[src/core/rtcx_defines.svh]
// Purpose: Offsets, field positions, reset values and codes of the RTC
//          status and calendar-extension block.
// Assumes: Register index times four gives the byte address.
// Notes:   Header of definitions only.
`ifndef RTCX_DEFINES_SVH
`define RTCX_DEFINES_SVH

// ----------------------------------------
// Register indices
// ----------------------------------------
`define RTCX_IDX_HALT     6'h01
`define RTCX_IDX_DATE     6'h05
`define RTCX_IDX_CMONTH   6'h06
`define RTCX_IDX_YEAR     6'h07
`define RTCX_IDX_CALIB    6'h08
`define RTCX_IDX_WDOG     6'h09
`define RTCX_IDX_ALARMCTL 6'h0a
`define RTCX_IDX_OFCTL    6'h0b
`define RTCX_IDX_FLAGS    6'h0f

// ----------------------------------------
// Field positions
// ----------------------------------------
`define RTCX_BIT_HALT     7
`define RTCX_BIT_OUT      7
`define RTCX_BIT_AFE      7
`define RTCX_BIT_OSC_FAIL_IRQ_EN     7
`define RTCX_BIT_WDF      7
`define RTCX_BIT_AF       6
`define RTCX_BIT_OF       2
`define RTCX_CENT_HI      7
`define RTCX_CENT_LO      6

// ----------------------------------------
// Reset values and codes
// ----------------------------------------
`define RTCX_RST_DATE     8'h01
`define RTCX_RST_MONTH    5'h01
`define RTCX_RST_YEAR     8'h00
`define RTCX_RST_CALIB    8'h80
`define RTCX_WD_RES_MAX   3'h4
`define RTCX_MONTH_FEB    5'h02
`define RTCX_MONTH_DEC    5'h12
`define RTCX_YEAR_LAST    8'h99

`endif

[src/core/rtcx_pkg.sv]
// Purpose: Types shared by the RTC status and calendar-extension block.
// Assumes: Calendar fields held in BCD.
// Notes:   Offsets and counts live in rtcx_defines.svh.
package rtcx_pkg;

    // Calendar state carried between the calendar and the register file
    typedef struct packed {
        logic [1:0] century;
        logic [4:0] month;
        logic [7:0] date;
        logic [7:0] year;
    } rtcx_cal_type;

    // Calendar field chosen by a register write
    typedef enum logic [1:0] {
        rtcx_sel_date,
        rtcx_sel_cmonth,
        rtcx_sel_year
    } rtcx_sel_type;

endpackage

[src/core/rtcx_osc_mon.sv]
// Purpose: Oscillator-fail flag keeping.
// Assumes: Stop and low-supply indications are synchronous levels.
// Notes:   Any set cause beats a software clear in the same cycle.
`timescale 1ns/10ps
`default_nettype none
`include "rtcx_defines.svh"
module rtcx_osc_mon
    import rtcx_pkg::*;
(
    input  wire logic clock,        // System clock
    input  wire logic nrst,         // Async reset, active low
    input  wire logic osc_stopped,  // Oscillator not running
    input  wire logic supply_low,   // Supply too low to oscillate
    input  wire logic halt,         // Software stop bit
    input  wire logic clear_of,     // Software wrote 0 to the flag
    output logic      osc_fail      // Oscillator-fail flag
);

    logic set_cause;

    // Any reason the oscillator is not running
    assign set_cause = osc_stopped | supply_low | halt;

    // ----------------------------------------
    // Flag register
    // ----------------------------------------
    // power-up set
    always_ff @(posedge clock or negedge nrst) begin
        if (!nrst) begin
            osc_fail <= 1'b1;
        end else if (set_cause) begin
            osc_fail <= 1'b1;
        end else if (clear_of) begin
            osc_fail <= 1'b0;
        end
    end
endmodule
`default_nettype wire

[src/core/rtcx_calendar.sv]
// Purpose: Date, month, year and century counting in BCD.
// Assumes: day_tick pulses once per midnight from the time-of-day logic.
// Notes:   Leap day in every year divisible by 4, century years included.
`timescale 1ns/10ps
`default_nettype none
`include "rtcx_defines.svh"
module rtcx_calendar
    import rtcx_pkg::*;
(
    input  wire logic         clock,    // System clock
    input  wire logic         nrst,     // Async reset, active low
    input  wire logic         day_tick, // Midnight pulse
    input  wire logic         wr_en,    // Software write strobe
    input  wire rtcx_sel_type wr_sel,   // Field written
    input  wire logic [7:0]   wr_data,  // Write data
    output rtcx_cal_type      cal       // Calendar state
);

    // BCD year divisible by 4
    function automatic logic leap(input logic [7:0] y);
        logic [3:0] u;
        u = y[3:0];
        if (y[4])
            leap = (u == 4'h2) || (u == 4'h6);
        else
            leap = (u == 4'h0) || (u == 4'h4) || (u == 4'h8);
    endfunction

    // Last date of a month in BCD
    function automatic logic [7:0] last_day(input logic [4:0] m, input logic lp);
        unique case (m)
            5'h02:                      last_day = lp ? 8'h29 : 8'h28;
            5'h04, 5'h06, 5'h09, 5'h11: last_day = 8'h30;
            default:                    last_day = 8'h31;
        endcase
    endfunction

    // BCD increment of one byte
    function automatic logic [7:0] bcd_inc(input logic [7:0] v);
        if (v[3:0] == 4'h9)
            bcd_inc = {v[7:4] + 4'h1, 4'h0};
        else
            bcd_inc = {v[7:4], v[3:0] + 4'h1};
    endfunction

    logic end_month;
    logic end_year;

    assign end_month = cal.date == last_day(cal.month, leap(cal.year));
    assign end_year  = end_month && (cal.month == `RTCX_MONTH_DEC);

    // ----------------------------------------
    // Counting and software loads
    // ----------------------------------------
    always_ff @(posedge clock or negedge nrst) begin
        if (!nrst) begin
            cal.century <= 2'h0;
            cal.month   <= `RTCX_RST_MONTH;
            cal.date    <= `RTCX_RST_DATE;
            cal.year    <= `RTCX_RST_YEAR;
        end else if (wr_en) begin
            unique case (wr_sel)
                rtcx_sel_date:   cal.date <= wr_data;
                rtcx_sel_cmonth: begin
                    cal.century <= wr_data[`RTCX_CENT_HI:`RTCX_CENT_LO];
                    cal.month   <= wr_data[4:0];
                end
                rtcx_sel_year:   cal.year <= wr_data;
                default:         cal.year <= cal.year;
            endcase
        end else if (day_tick) begin
            cal.date <= end_month ? 8'h01 : bcd_inc(cal.date);
            if (end_month)
                cal.month <= end_year ? 5'h01 : 5'(bcd_inc({3'h0, cal.month}));
            if (end_year) begin
                cal.year <= (cal.year == `RTCX_YEAR_LAST) ? 8'h00 : bcd_inc(cal.year);
                if (cal.year == `RTCX_YEAR_LAST)
                    cal.century <= cal.century + 2'h1;
            end
        end
    end
endmodule
`default_nettype wire

[src/core/rtcx_top.sv]
// Purpose: Status and calendar extension of a real-time clock: century
//          count, leap day, oscillator-fail flag and shared interrupt or
//          general output pin, behind an Avalon-MM slave.
// Assumes: Alarm and watchdog flags come from neighbouring logic.
// Notes:   One answer cycle per access; open-drain pin as out/oe pair.
//
// Operation
// - Two-bit century counter above month field
// - Year held in BCD, century above it
// - February 29 in every fourth year
// - No source enabled: pin follows level bit
// - Level bit 0 pulls low, 1 releases
// - Oscillator stop sets fail flag
// - Fail flag set at power-up
// - Stop bit set sets fail flag
// - Flag and enable assert interrupt pin
// - Only clearing flag or enable releases
// - Flag stays until written zero
// - Stop during power-down still recorded
// - Undefaulted bits need host initialisation
// - Oscillator runs only while stop clear
// - Watchdog value zero disables source
`timescale 1ns/10ps
`default_nettype none
`include "rtcx_defines.svh"
module rtcx_top
    import rtcx_pkg::*;
(
    input  wire logic        clock,         // 25 MHz system clock
    input  wire logic        nrst,          // Async reset, active low
    input  wire logic [7:0]  address,       // Avalon byte address
    input  wire logic        read,          // Avalon read
    input  wire logic        write,         // Avalon write
    input  wire logic [31:0] writedata,     // Avalon write data
    input  wire logic [3:0]  byteenable,    // Avalon byte enables
    output logic [31:0]      readdata,      // Avalon read data
    output logic             waitrequest,   // Avalon wait
    input  wire logic        day_tick,      // Midnight pulse
    input  wire logic        osc_stopped,   // Oscillator stop detect
    input  wire logic        supply_low,    // Supply below oscillation
    input  wire logic        alarm_flag,    // Alarm pending
    input  wire logic        wdog_flag,     // Watchdog timed out
    output logic             osc_run,       // Oscillator run enable
    output logic             irq_out,       // Pin drive value, always 0
    output logic             irq_oe         // Pin pulled low when high
);

    // ----------------------------------------
    // Decode helpers
    // ----------------------------------------

    // Watchdog value that can raise a timeout
    function automatic logic wd_live(input logic [7:0] w);
        wd_live = (w != 8'h00) && ({w[7], w[1:0]} <= `RTCX_WD_RES_MAX);
    endfunction

    // Register index of a byte address
    function automatic logic [5:0] reg_idx(input logic [7:0] a);
        reg_idx = a[7:2];
    endfunction

    logic         ack;
    logic         wr_ok;
    logic         rd_ok;
    logic [5:0]   idx;
    logic [7:0]   wbyte;
    logic         halt;
    logic         out_level;
    logic         alarm_irq_en;
    logic         osc_fail_irq_en;
    logic [7:0]   wdog_value;
    logic         osc_fail_flag;
    logic         any_en;
    logic         pending;
    logic         next_irq_oe;
    logic         cal_wr;
    rtcx_sel_type cal_sel;
    rtcx_cal_type cal;
    logic [7:0]   next_rd;

    // ----------------------------------------
    // Bus handshake
    // ----------------------------------------

    // Accept an access in the cycle waitrequest is low
    assign idx   = reg_idx(address);
    assign wbyte = writedata[7:0];
    assign wr_ok = write && ack && byteenable[0] && (address[1:0] == 2'h0);
    assign rd_ok = read && ack;

    // One wait cycle, then answer; keeps readdata straight from a flop
    always_ff @(posedge clock or negedge nrst) begin
        if (!nrst) begin
            ack <= 1'b0;
        end else begin
            ack <= (read || write) && !ack;
        end
    end

    always_ff @(posedge clock or negedge nrst) begin
        if (!nrst) begin
            waitrequest <= 1'b1;
        end else begin
            waitrequest <= !((read || write) && !ack);
        end
    end

    // ----------------------------------------
    // Control registers
    // ----------------------------------------

    // stop bit and enable reset clear
    always_ff @(posedge clock or negedge nrst) begin
        if (!nrst) begin
            halt            <= 1'b0;
            osc_fail_irq_en <= 1'b0;
        end else if (wr_ok) begin
            if (idx == `RTCX_IDX_HALT)
                halt <= wbyte[`RTCX_BIT_HALT];
            if (idx == `RTCX_IDX_OFCTL)
                osc_fail_irq_en <= wbyte[`RTCX_BIT_OSC_FAIL_IRQ_EN];
        end
    end

    always_ff @(posedge clock or negedge nrst) begin
        if (!nrst) begin
            out_level    <= 1'(`RTCX_RST_CALIB >> `RTCX_BIT_OUT);
            alarm_irq_en <= 1'b0;
        end else if (wr_ok) begin
            if (idx == `RTCX_IDX_CALIB)
                out_level <= wbyte[`RTCX_BIT_OUT];
            if (idx == `RTCX_IDX_ALARMCTL)
                alarm_irq_en <= wbyte[`RTCX_BIT_AFE];
        end
    end

    always_ff @(posedge clock or negedge nrst) begin
        if (!nrst) begin
            wdog_value <= 8'h00;
        end else if (wr_ok && idx == `RTCX_IDX_WDOG) begin
            wdog_value <= wbyte;
        end
    end

    // ----------------------------------------
    // Calendar and oscillator monitor
    // ----------------------------------------

    // Route calendar writes
    always_comb begin
        cal_wr  = 1'b0;
        cal_sel = rtcx_sel_date;
        if (wr_ok) begin
            unique case (idx)
                `RTCX_IDX_DATE:   begin cal_wr = 1'b1; cal_sel = rtcx_sel_date;   end
                `RTCX_IDX_CMONTH: begin cal_wr = 1'b1; cal_sel = rtcx_sel_cmonth; end
                `RTCX_IDX_YEAR:   begin cal_wr = 1'b1; cal_sel = rtcx_sel_year;   end
                default:          cal_wr = 1'b0;
            endcase
        end
    end

    rtcx_calendar u_cal (
        .clock    (clock),
        .nrst     (nrst),
        .day_tick (day_tick),
        .wr_en    (cal_wr),
        .wr_sel   (cal_sel),
        .wr_data  (wbyte),
        .cal      (cal)
    );

    // host sequences rely on sticky flag
    rtcx_osc_mon u_osc (
        .clock       (clock),
        .nrst        (nrst),
        .osc_stopped (osc_stopped),
        .supply_low  (supply_low),
        .halt        (halt),
        .clear_of    (wr_ok && idx == `RTCX_IDX_FLAGS && !wbyte[`RTCX_BIT_OF]),
        .osc_fail    (osc_fail_flag)
    );

    always_ff @(posedge clock or negedge nrst) begin
        if (!nrst) begin
            osc_run <= 1'b0;
        end else begin
            osc_run <= !halt;
        end
    end

    // ----------------------------------------
    // Interrupt or output pin
    // ----------------------------------------

    assign any_en  = osc_fail_irq_en || alarm_irq_en || wd_live(wdog_value);
    assign pending = (osc_fail_flag && osc_fail_irq_en)
                  || (alarm_flag && alarm_irq_en)
                  || (wdog_flag && wd_live(wdog_value));

    assign next_irq_oe = any_en ? pending : !out_level;

    // Open drain: only ever pulls low
    always_ff @(posedge clock or negedge nrst) begin
        if (!nrst) begin
            irq_oe  <= 1'b0;
            irq_out <= 1'b0;
        end else begin
            irq_oe  <= next_irq_oe;
            irq_out <= 1'b0;
        end
    end

    // ----------------------------------------
    // Read path
    // ----------------------------------------

    // Unmapped indices read as zero
    always_comb begin
        next_rd = 8'h00;
        unique case (idx)
            `RTCX_IDX_HALT:     next_rd = {halt, 7'h00};
            `RTCX_IDX_DATE:     next_rd = cal.date;
            `RTCX_IDX_CMONTH:   next_rd = {cal.century, 1'b0, cal.month};
            `RTCX_IDX_YEAR:     next_rd = cal.year;
            `RTCX_IDX_CALIB:    next_rd = {out_level, 7'h00};
            `RTCX_IDX_WDOG:     next_rd = wdog_value;
            `RTCX_IDX_ALARMCTL: next_rd = {alarm_irq_en, 7'h00};
            `RTCX_IDX_OFCTL:    next_rd = {osc_fail_irq_en, 7'h00};
            `RTCX_IDX_FLAGS:    next_rd = {wdog_flag, alarm_flag, 3'h0, osc_fail_flag, 2'h0};
            default:            next_rd = 8'h00;
        endcase
    end

    // Data captured one edge before the answer edge
    always_ff @(posedge clock or negedge nrst) begin
        if (!nrst) begin
            readdata <= 32'h0000_0000;
        end else if (read && !ack) begin
            readdata <= {24'h00_0000, next_rd};
        end
    end
endmodule
`default_nettype wire

[config.mk]
export PLATFORM = sky130hd
export DESIGN_NAME = rtcx_top
export DESIGN_NICKNAME = d
export VERILOG_FILES = /design/src/core/rtcx_pkg.sv /design/src/core/rtcx_osc_mon.sv /design/src/core/rtcx_calendar.sv /design/src/core/rtcx_top.sv
export VERILOG_INCLUDE_DIRS = /design/src /design/src/core
export SDC_FILE = /design/constraint.sdc
export NUM_CORES = 1
export LEC_CHECK = 0
export ABC_AREA = 1
export BUFFER_PORTS_ARGS = -buffer_cell sky130_fd_sc_hd__buf_2
export CORE_MARGIN = 2
export CORE_UTILIZATION = 35
export CTS_CLUSTER_SIZE = 24
export DETAILED_ROUTE_END_ITERATION = 10
export PLACE_DENSITY_LB_ADDON = 0.2
export RECOVER_POWER = 100
export SLEW_MARGIN = 20
export SYNTH_ARGS = -nofsm -noshare
export SYNTH_HDL_FRONTEND = slang
export SYNTH_SLANG_ARGS = --single-unit
[constraint.sdc]
create_clock -name clock -period 2.4 [get_ports clock]
set_clock_uncertainty 0.15 [all_clocks]
set_input_delay 0.36 -clock clock [delete_from_list [all_inputs] [get_ports clock]]
set_output_delay 0.36 -clock clock [all_outputs]
set_load 0.01 [all_outputs]
==> summary.md, run 1 <==
| Metric | Value |
|---|---|
| CP endpoint kind | `flop` |
| # diodes | `0` |
| Drt first pass iters | `4` |
| Total gr overflow | `0` |
| Seq pwr share | `49.4%` |
| Peak supply drop | `0.2203 mV` |
| Fmax | `0.4729 GHz` |
| CP startpoint kind | `input pin` |
| Min-delay worst type | `input pin to flop` |
| Status | `complete, no violations` |
| Yosys warns | `0` |
| Final Cycle Share | `88.12%` |
| Mapped Cells | `440` |
| DR DRC count | `0` |
| Placeable Area | `9240 um2` |
| Starting Density | `a little over a third` |
| Worst path most repeated cell | `nand2_1` |
| Total of max-cap violations | `0` |
| Largest net degree at the start of global routing | `25` |
| Sum Neg Setup Slack | `0 ns` |
| CP cell instances | `buf_2, nor2_1, nand2_2, nor2_1, o21ai_0, nor2_4, inv_2, a21oi_2, nand2_1, inv_2, nand2_1, nand2_1` |
| I/O pin total | `89` |
| Min Tclk post-route | `between 2 and 2.5 ns` |
| Sequential element share of the synthesized area | `36.16%` |
| Clk_lat worst skew | `0.31 ns` |
| Mapped cell area | `3339 um2` |
| I/O Buffers | `36` |
| Slew of the pin with the lowest slew margin | `0.7675 ns` |
| RSZ-0062 raised after global routing | `no` |
| Die width | `101.7 um` |
| Final Net Count | `542` |
| Switching Fraction | `between 30% and 40%` |
| Slowest cell on the critical path | `a21oi_2` |
| CTS H-Tree Depth | `2` |
| HPWL Detailed | `6686 um` |
| Clock root buffer | `clkbuf_8` |
| Pwr per Cell Area | `about 530 nW/um2` |
| Synth cell types | `40` |
| Crit-path max FO | `7` |
| Clk buf depth | `2` |
| Int Power | `0.001329 W` |
| Post-CTS sizing | `0` |
| CP arrival | `about 2.2 ns` |
| Overall Power | `approximately 0.0019 W` |
| Starting DRT DRC Count | `a little over 200` |
| Vias in the first global route | `roughly 2800` |
| Total GRT Usage | `17.39%` |
| Slew Limit Headroom | `48.83%` |
| Routability cong. | `0.9040` |
| Die span in y | `between 100 and 150 um` |
| Vias per inst | `4.735` |
| Fin. max-slew vios | `0` |
| Commonest cells after routing, fill and taps aside | `nand2_1 (116), inv_1 (47), dfrtp_1 (43), nor2_1 (31), nand3_1 (31)` |
| Final setup vio count | `0` |
| Die area | `between 10000 and 15000 um2` |
| First-pass GRT wire length | `~14000 um` |
| Psw | `0.0006084 W` |
| Number of cell rows | `35` |
| P&R area growth vs syn | `9.254%` |
| Clk pwr share | `30.8%` |
| #FFs+latches synth | `48` |
| Synthesized area per cell | `7.590 um2` |
| Post-CTS Setup Inserts | `0` |
| Vias | `2907` |
| ANT nets after route | `0` |
| Crit path kind | `input pin to flop` |
| Clock slew at reported path FFs | `0.10 ns` |
| Final hold vios | `0` |
| CTS tree | `built` |
| Gate power share | `19.8%` |
| Drt total wl | `8391 um` |
| Num CTS Buffers | `5` |
| Initial antenna violation count | `0` |
| Pleak | `between 1.5 and 2 nW` |
| Clk sink count | `48` |
| Required time of the critical path | `around 2.5 ns` |
| Share of layout cells above drive strength 1 | `roughly 18%` |
| WL/cell | `13.67 um` |
| Slowest cell delay on critical path | `~0.35 ns` |
| Commonest non-fill, non-tap cell in the layout | `nand2_1` |
-- cells by family (layout without fill, tap and decap cells) --
kind of cell | count (synthesis) | after routing | synth area share [%]
and+or+nand+nor | 219 | 219 | 31.81
buffers and inverters | 87 | 108 | 13.08
AOI/OAI and AO/OA | 59 | 59 | 10.64
DFF | 48 | 48 | 36.16
muxes | 11 | 11 | 3.709
xor gates and xnor gates | 10 | 10 | 2.623
adders and majority gates | 5 | 5 | 1.873
other | 1 | 25 | 0.1123
-- what timing repair did --
action                                  4_1_cts  5_1_grt
endpoints found under the setup margin        0        0
hold buffers                                  1        0
endpoints found under the hold margin        19        0
-- sequential cells by signal, summed over array words and instances (netlist names) --
| signal | cells |
|---|---|
| u_cal.cal | 23 |
| readdata | 8 |
| wdog_value | 8 |
| ack | 1 |
| alarm_irq_en | 1 |
| halt | 1 |
| irq_oe | 1 |
| osc_fail_irq_en | 1 |
| osc_run | 1 |
| out_level | 1 |
| u_osc.osc_fail | 1 |
| waitrequest | 1 |
-- per-stage QoR --
step           instances  utilization (%)  hold slack [ns]  cell area [um2]  setup WS, ns
2_1_floorplan        464                -         -0.08559             3430        0.6046
3_3_place_gp         605            38.85           0.2421             3590        0.3290
3_5_place_dp         605            38.85           0.2499             3590        0.3048
4_1_cts              614            40.16          0.08978             3711        0.3755
5_1_grt              614            39.49           0.1135             3649        0.1136
6_report             614            39.49          0.09394             3649        0.2852
-- power groups by stage --
stage / clock network [W] / registers (W) / logic [W]
3_3_place_gp: 0 / 0.000970 / 0.000383
3_5_place_dp: 0 / 0.000969 / 0.000393
2_1_floorplan: 0 / 0.000954 / 0.000306
6_report: 0.000597 / 0.000956 / 0.000383
5_1_grt: 0.000655 / 0.000969 / 0.000439
4_1_cts: 0.000624 / 0.000956 / 0.000395
-- layout make-up --
cell class,instances,area (um2)
multi-input cells,329,1747
fillers,1003,5592
flip-flops and latches,48,1207
clock buffers,5,68.82
clock inverters,3,42.54
repair buffers,42,203.9
inverters,58,217.7
well taps,129,161.4
-- layer usage --
| layer | part of all wire (%) | GRT usage [%] |
|---|---|---|
| met1 | 50 | 25.36 |
| met2 | 44 | 26.92 |
| met3 | 4.6 | 2.415 |
| met4 | 2.1 | 4.678 |
| met5 | 0 | 0 |
-- worst max-delay path: cells and delay by family --
kind | cells | cell delay, ns
and+or+nand+nor | 7 | 0.96
buffers and inverters | 3 | 0.31
AOI/OAI and AO/OA | 2 | 0.56
-- cell usage after synthesis (all sizes together) --
cell       n  area (um2)
nand2    124       505.5
inv       56       210.2
dfrtp     43        1076
nor2      37       191.4
nand3     36       217.7
o21ai     31       166.4
buf       29       219.0
a21oi     13       76.33
nand4     12       90.09
mux2      11       123.9
xor2       8       70.07
nor3       6       30.03
dfstp      5       131.4
ha         5       62.56
o2111ai    5       43.79
a31oi      4       25.02
o31ai      3       22.52
clkinv     2       7.510
nand3b     2       15.01
xnor2      2       17.52
conb       1       3.750
nor4       1       6.260
o211ai     1       7.510
o21bai     1       7.510
o22ai      1       6.260
or2        1       6.260
-- worst paths after layout --
kind                                            from                   endpoint  slack (ns)  depth (start not counted)
setup / recovery                          address[7]  u_cal.cal[13]$_DFFE_PN0P_        0.29                         12
hold / removal                                 write      waitrequest$_DFF_PN1_        0.09                          2
setup reg to reg           u_cal.cal[18]$_DFFE_PN0P_   u_cal.cal[5]$_DFFE_PN0P_        0.38                         10
hold reg to reg                     halt$_DFFE_PN0P_          osc_run$_DFF_PN0_        0.33                          1
max in group asynchronous                       nrst    readdata[1]$_DFFE_PN0P_        0.57                          3
min in group asynchronous                       nrst  wdog_value[2]$_DFFE_PN0P_        0.44                          2
Power figures use the tool's default switching activity.
==> run 2: changes to the inputs <==
==> constraint.sdc (replaced) <==
create_clock -name clock -period 2.2 [get_ports clock]
set_clock_uncertainty 0.15 [all_clocks]
set_input_delay 0.33 -clock clock [delete_from_list [all_inputs] [get_ports clock]]
set_output_delay 0.33 -clock clock [all_outputs]
set_load 0.01 [all_outputs]
==> summary.md, run 2 (same netlist as run 1, synthesis figures left out) <==
| Metric | Value |
|---|---|
| Min-delay worst type | `input pin to flop` |
| Num CTS Buffers | `5` |
| CP endpoint kind | `flop` |
| CP startpoint kind | `flop` |
| Commonest cells after routing, fill and taps aside | `nand2_1 (114), inv_1 (49), dfrtp_1 (43), nand3_1 (31), nor2_1 (29)` |
| Crit-path max FO | `6` |
| Vias in the first global route | `around 2800` |
| Die area | `10340 um2` |
| Slew of the pin with the lowest slew margin | `between 0.6 and 0.7 ns` |
| Peak supply drop | `0.3000 mV` |
| Final Net Count | `about 550` |
| Final Cycle Share | `90.00%` |
| Required time of the critical path | `2.26 ns` |
| Setup slack, reg-to-reg | `0.22 ns` |
| Routability cong. | `approximately 0.9` |
| Worst path most repeated cell | `nand2_1` |
| Max FFs per register | `23` |
| CP cell instances | `inv_2, nor2_2, nand3_1, nand2_1, nor2_1, nand2_1, nand2_2, nand3_4, nand3_1, nand2_2, inv_1, nand2_1, nand2_1` |
| HPWL Detailed | `6640 um` |
| Share of layout cells above drive strength 1 | `18.61%` |
| Vias | `just under 3000` |
| Pwr per Cell Area | `554.5 nW/um2` |
| Pleak | `1.926 nW` |
| Clk buf depth | `2` |
| Fmax | `0.5050 GHz` |
| Initial antenna violation count | `0` |
| Die width | `101.7 um` |
| # diodes | `0` |
| RSZ-0062 raised after global routing | `no` |
| Largest Register | `u_cal.cal` |
| Largest net degree at the start of global routing | `26` |
| Vias per inst | `4.764` |
| Clk_lat worst skew | `0.31 ns` |
| Total of max-cap violations | `0` |
| Fin. max-slew vios | `0` |
| Status | `complete, no violations` |
| Clk sink count | `48` |
| I/O pin total | `around 90` |
| WL/cell | `approximately 14 um` |
| Final setup vio count | `0` |
| Sum Neg Setup Slack | `0 ns` |
| Die span in y | `101.7 um` |
| Top Registers | `u_cal.cal x23, readdata x8, wdog_value x8` |
| Slowest cell on the critical path | `dfstp_2` |
| DR DRC count | `0` |
| Slew Limit Headroom | `57.60%` |
| Commonest non-fill, non-tap cell in the layout | `nand2_1` |
| CP arrival | `2.04 ns` |
| Number of cell rows | `35` |
| Total GRT Usage | `17.49%` |
| Post-route insts no fill | `618` |
| P&R area growth vs syn | `11.09%` |
| CTS H-Tree Depth | `2` |
| Worst Hold Path Cells | `2` |
| Slowest cell delay on critical path | `0.59 ns` |
| Starting Density | `36.14%` |
| Clock slew at reported path FFs | `0.10 ns` |
| Cell total after placement | `609` |
| Worst r2r path cells | `13` |
| Clock root buffer | `clkbuf_8` |
| Overall Power | `0.002057 W` |
| Drt total wl | `8521 um` |
| Starting DRT DRC Count | `136` |
| ANT nets after route | `0` |
| Placeable Area | `between 9000 and 10000 um2` |
| First-pass GRT wire length | `14110 um` |
| Crit path kind | `flop to flop` |
| Final hold vios | `0` |
| Min Tclk post-route | `about 2.0 ns` |
| Drt first pass iters | `4` |
| Total gr overflow | `0` |
| CTS tree | `built` |
| I/O Buffers | `36` |
[run 2: worst paths after layout]
kind,from,end
worst max-delay path,u_cal.cal[16]$_DFFE_PN1P_,u_cal.cal[13]$_DFFE_PN0P_
min in group asynchronous,nrst,alarm_irq_en$_DFFE_PN0P_
worst min-delay path,write,waitrequest$_DFF_PN1_
worst min register to register,halt$_DFFE_PN0P_,osc_run$_DFF_PN0_
max in group asynchronous,nrst,wdog_value[0]$_DFFE_PN0P_
worst max register to register,u_cal.cal[16]$_DFFE_PN1P_,u_cal.cal[13]$_DFFE_PN0P_
[run 2: final cells by class]
type | instances | area [um2]
Timing Repair Buffer | 46 | 242.7
Fill cell | 984 | 5530
Multi-Input combinational cell | 329 | 1784
Clock inverter | 2 | 13.76
Clock buffer | 6 | 82.58
Sequential cell | 48 | 1207
Inverter | 58 | 217.7
Tap cell | 129 | 161.4
[run 2: routing by layer]
layer | routed length (um) | up-vias | global-route usage [%] | share of wire (%)
met5 | 0 | - | 0 | 0
met4 | 156 | 0 | 5.405 | 1.8
met3 | 340 | 11 | 2.484 | 4.0
met2 | 3899 | 80 | 27.88 | 46
met1 | 4126 | 1371 | 24.52 | 48
li1 | - | 1482 | - | -
[run 2: repair_timing]
action	CTS	global route
resized for setup	0	2
setup buffers	0	0
hold endpoints to repair	21	0
hold buffers	1	0
endpoints found under the setup margin	0	2
[run 2: report_power, final]
group,internal [W],switching (W)
Clock,0.000258,0.000330
Combinational,0.000157,0.000268
Sequential,0.000958,0.0000857
[run 2: critical path, delay by kind of cell, from the launching register on]
kind	cells	cell delay, ns
buffers and inverters	2	0.17
DFF	1	0.59
and+or+nand+nor	11	0.98
[run 2: per-stage QoR]
stage	util, %	area, um2	setup WS, ns	hold WS, ns
global placement	39.44	3645	0.1749	0.2240
finish	40.15	3710	0.2200	0.06762
floorplan	-	3430	0.4095	-0.1156
global route	40.15	3710	0.002599	0.07331
detailed placement	39.44	3645	0.1452	0.2384
CTS	40.60	3751	0.1692	0.05495
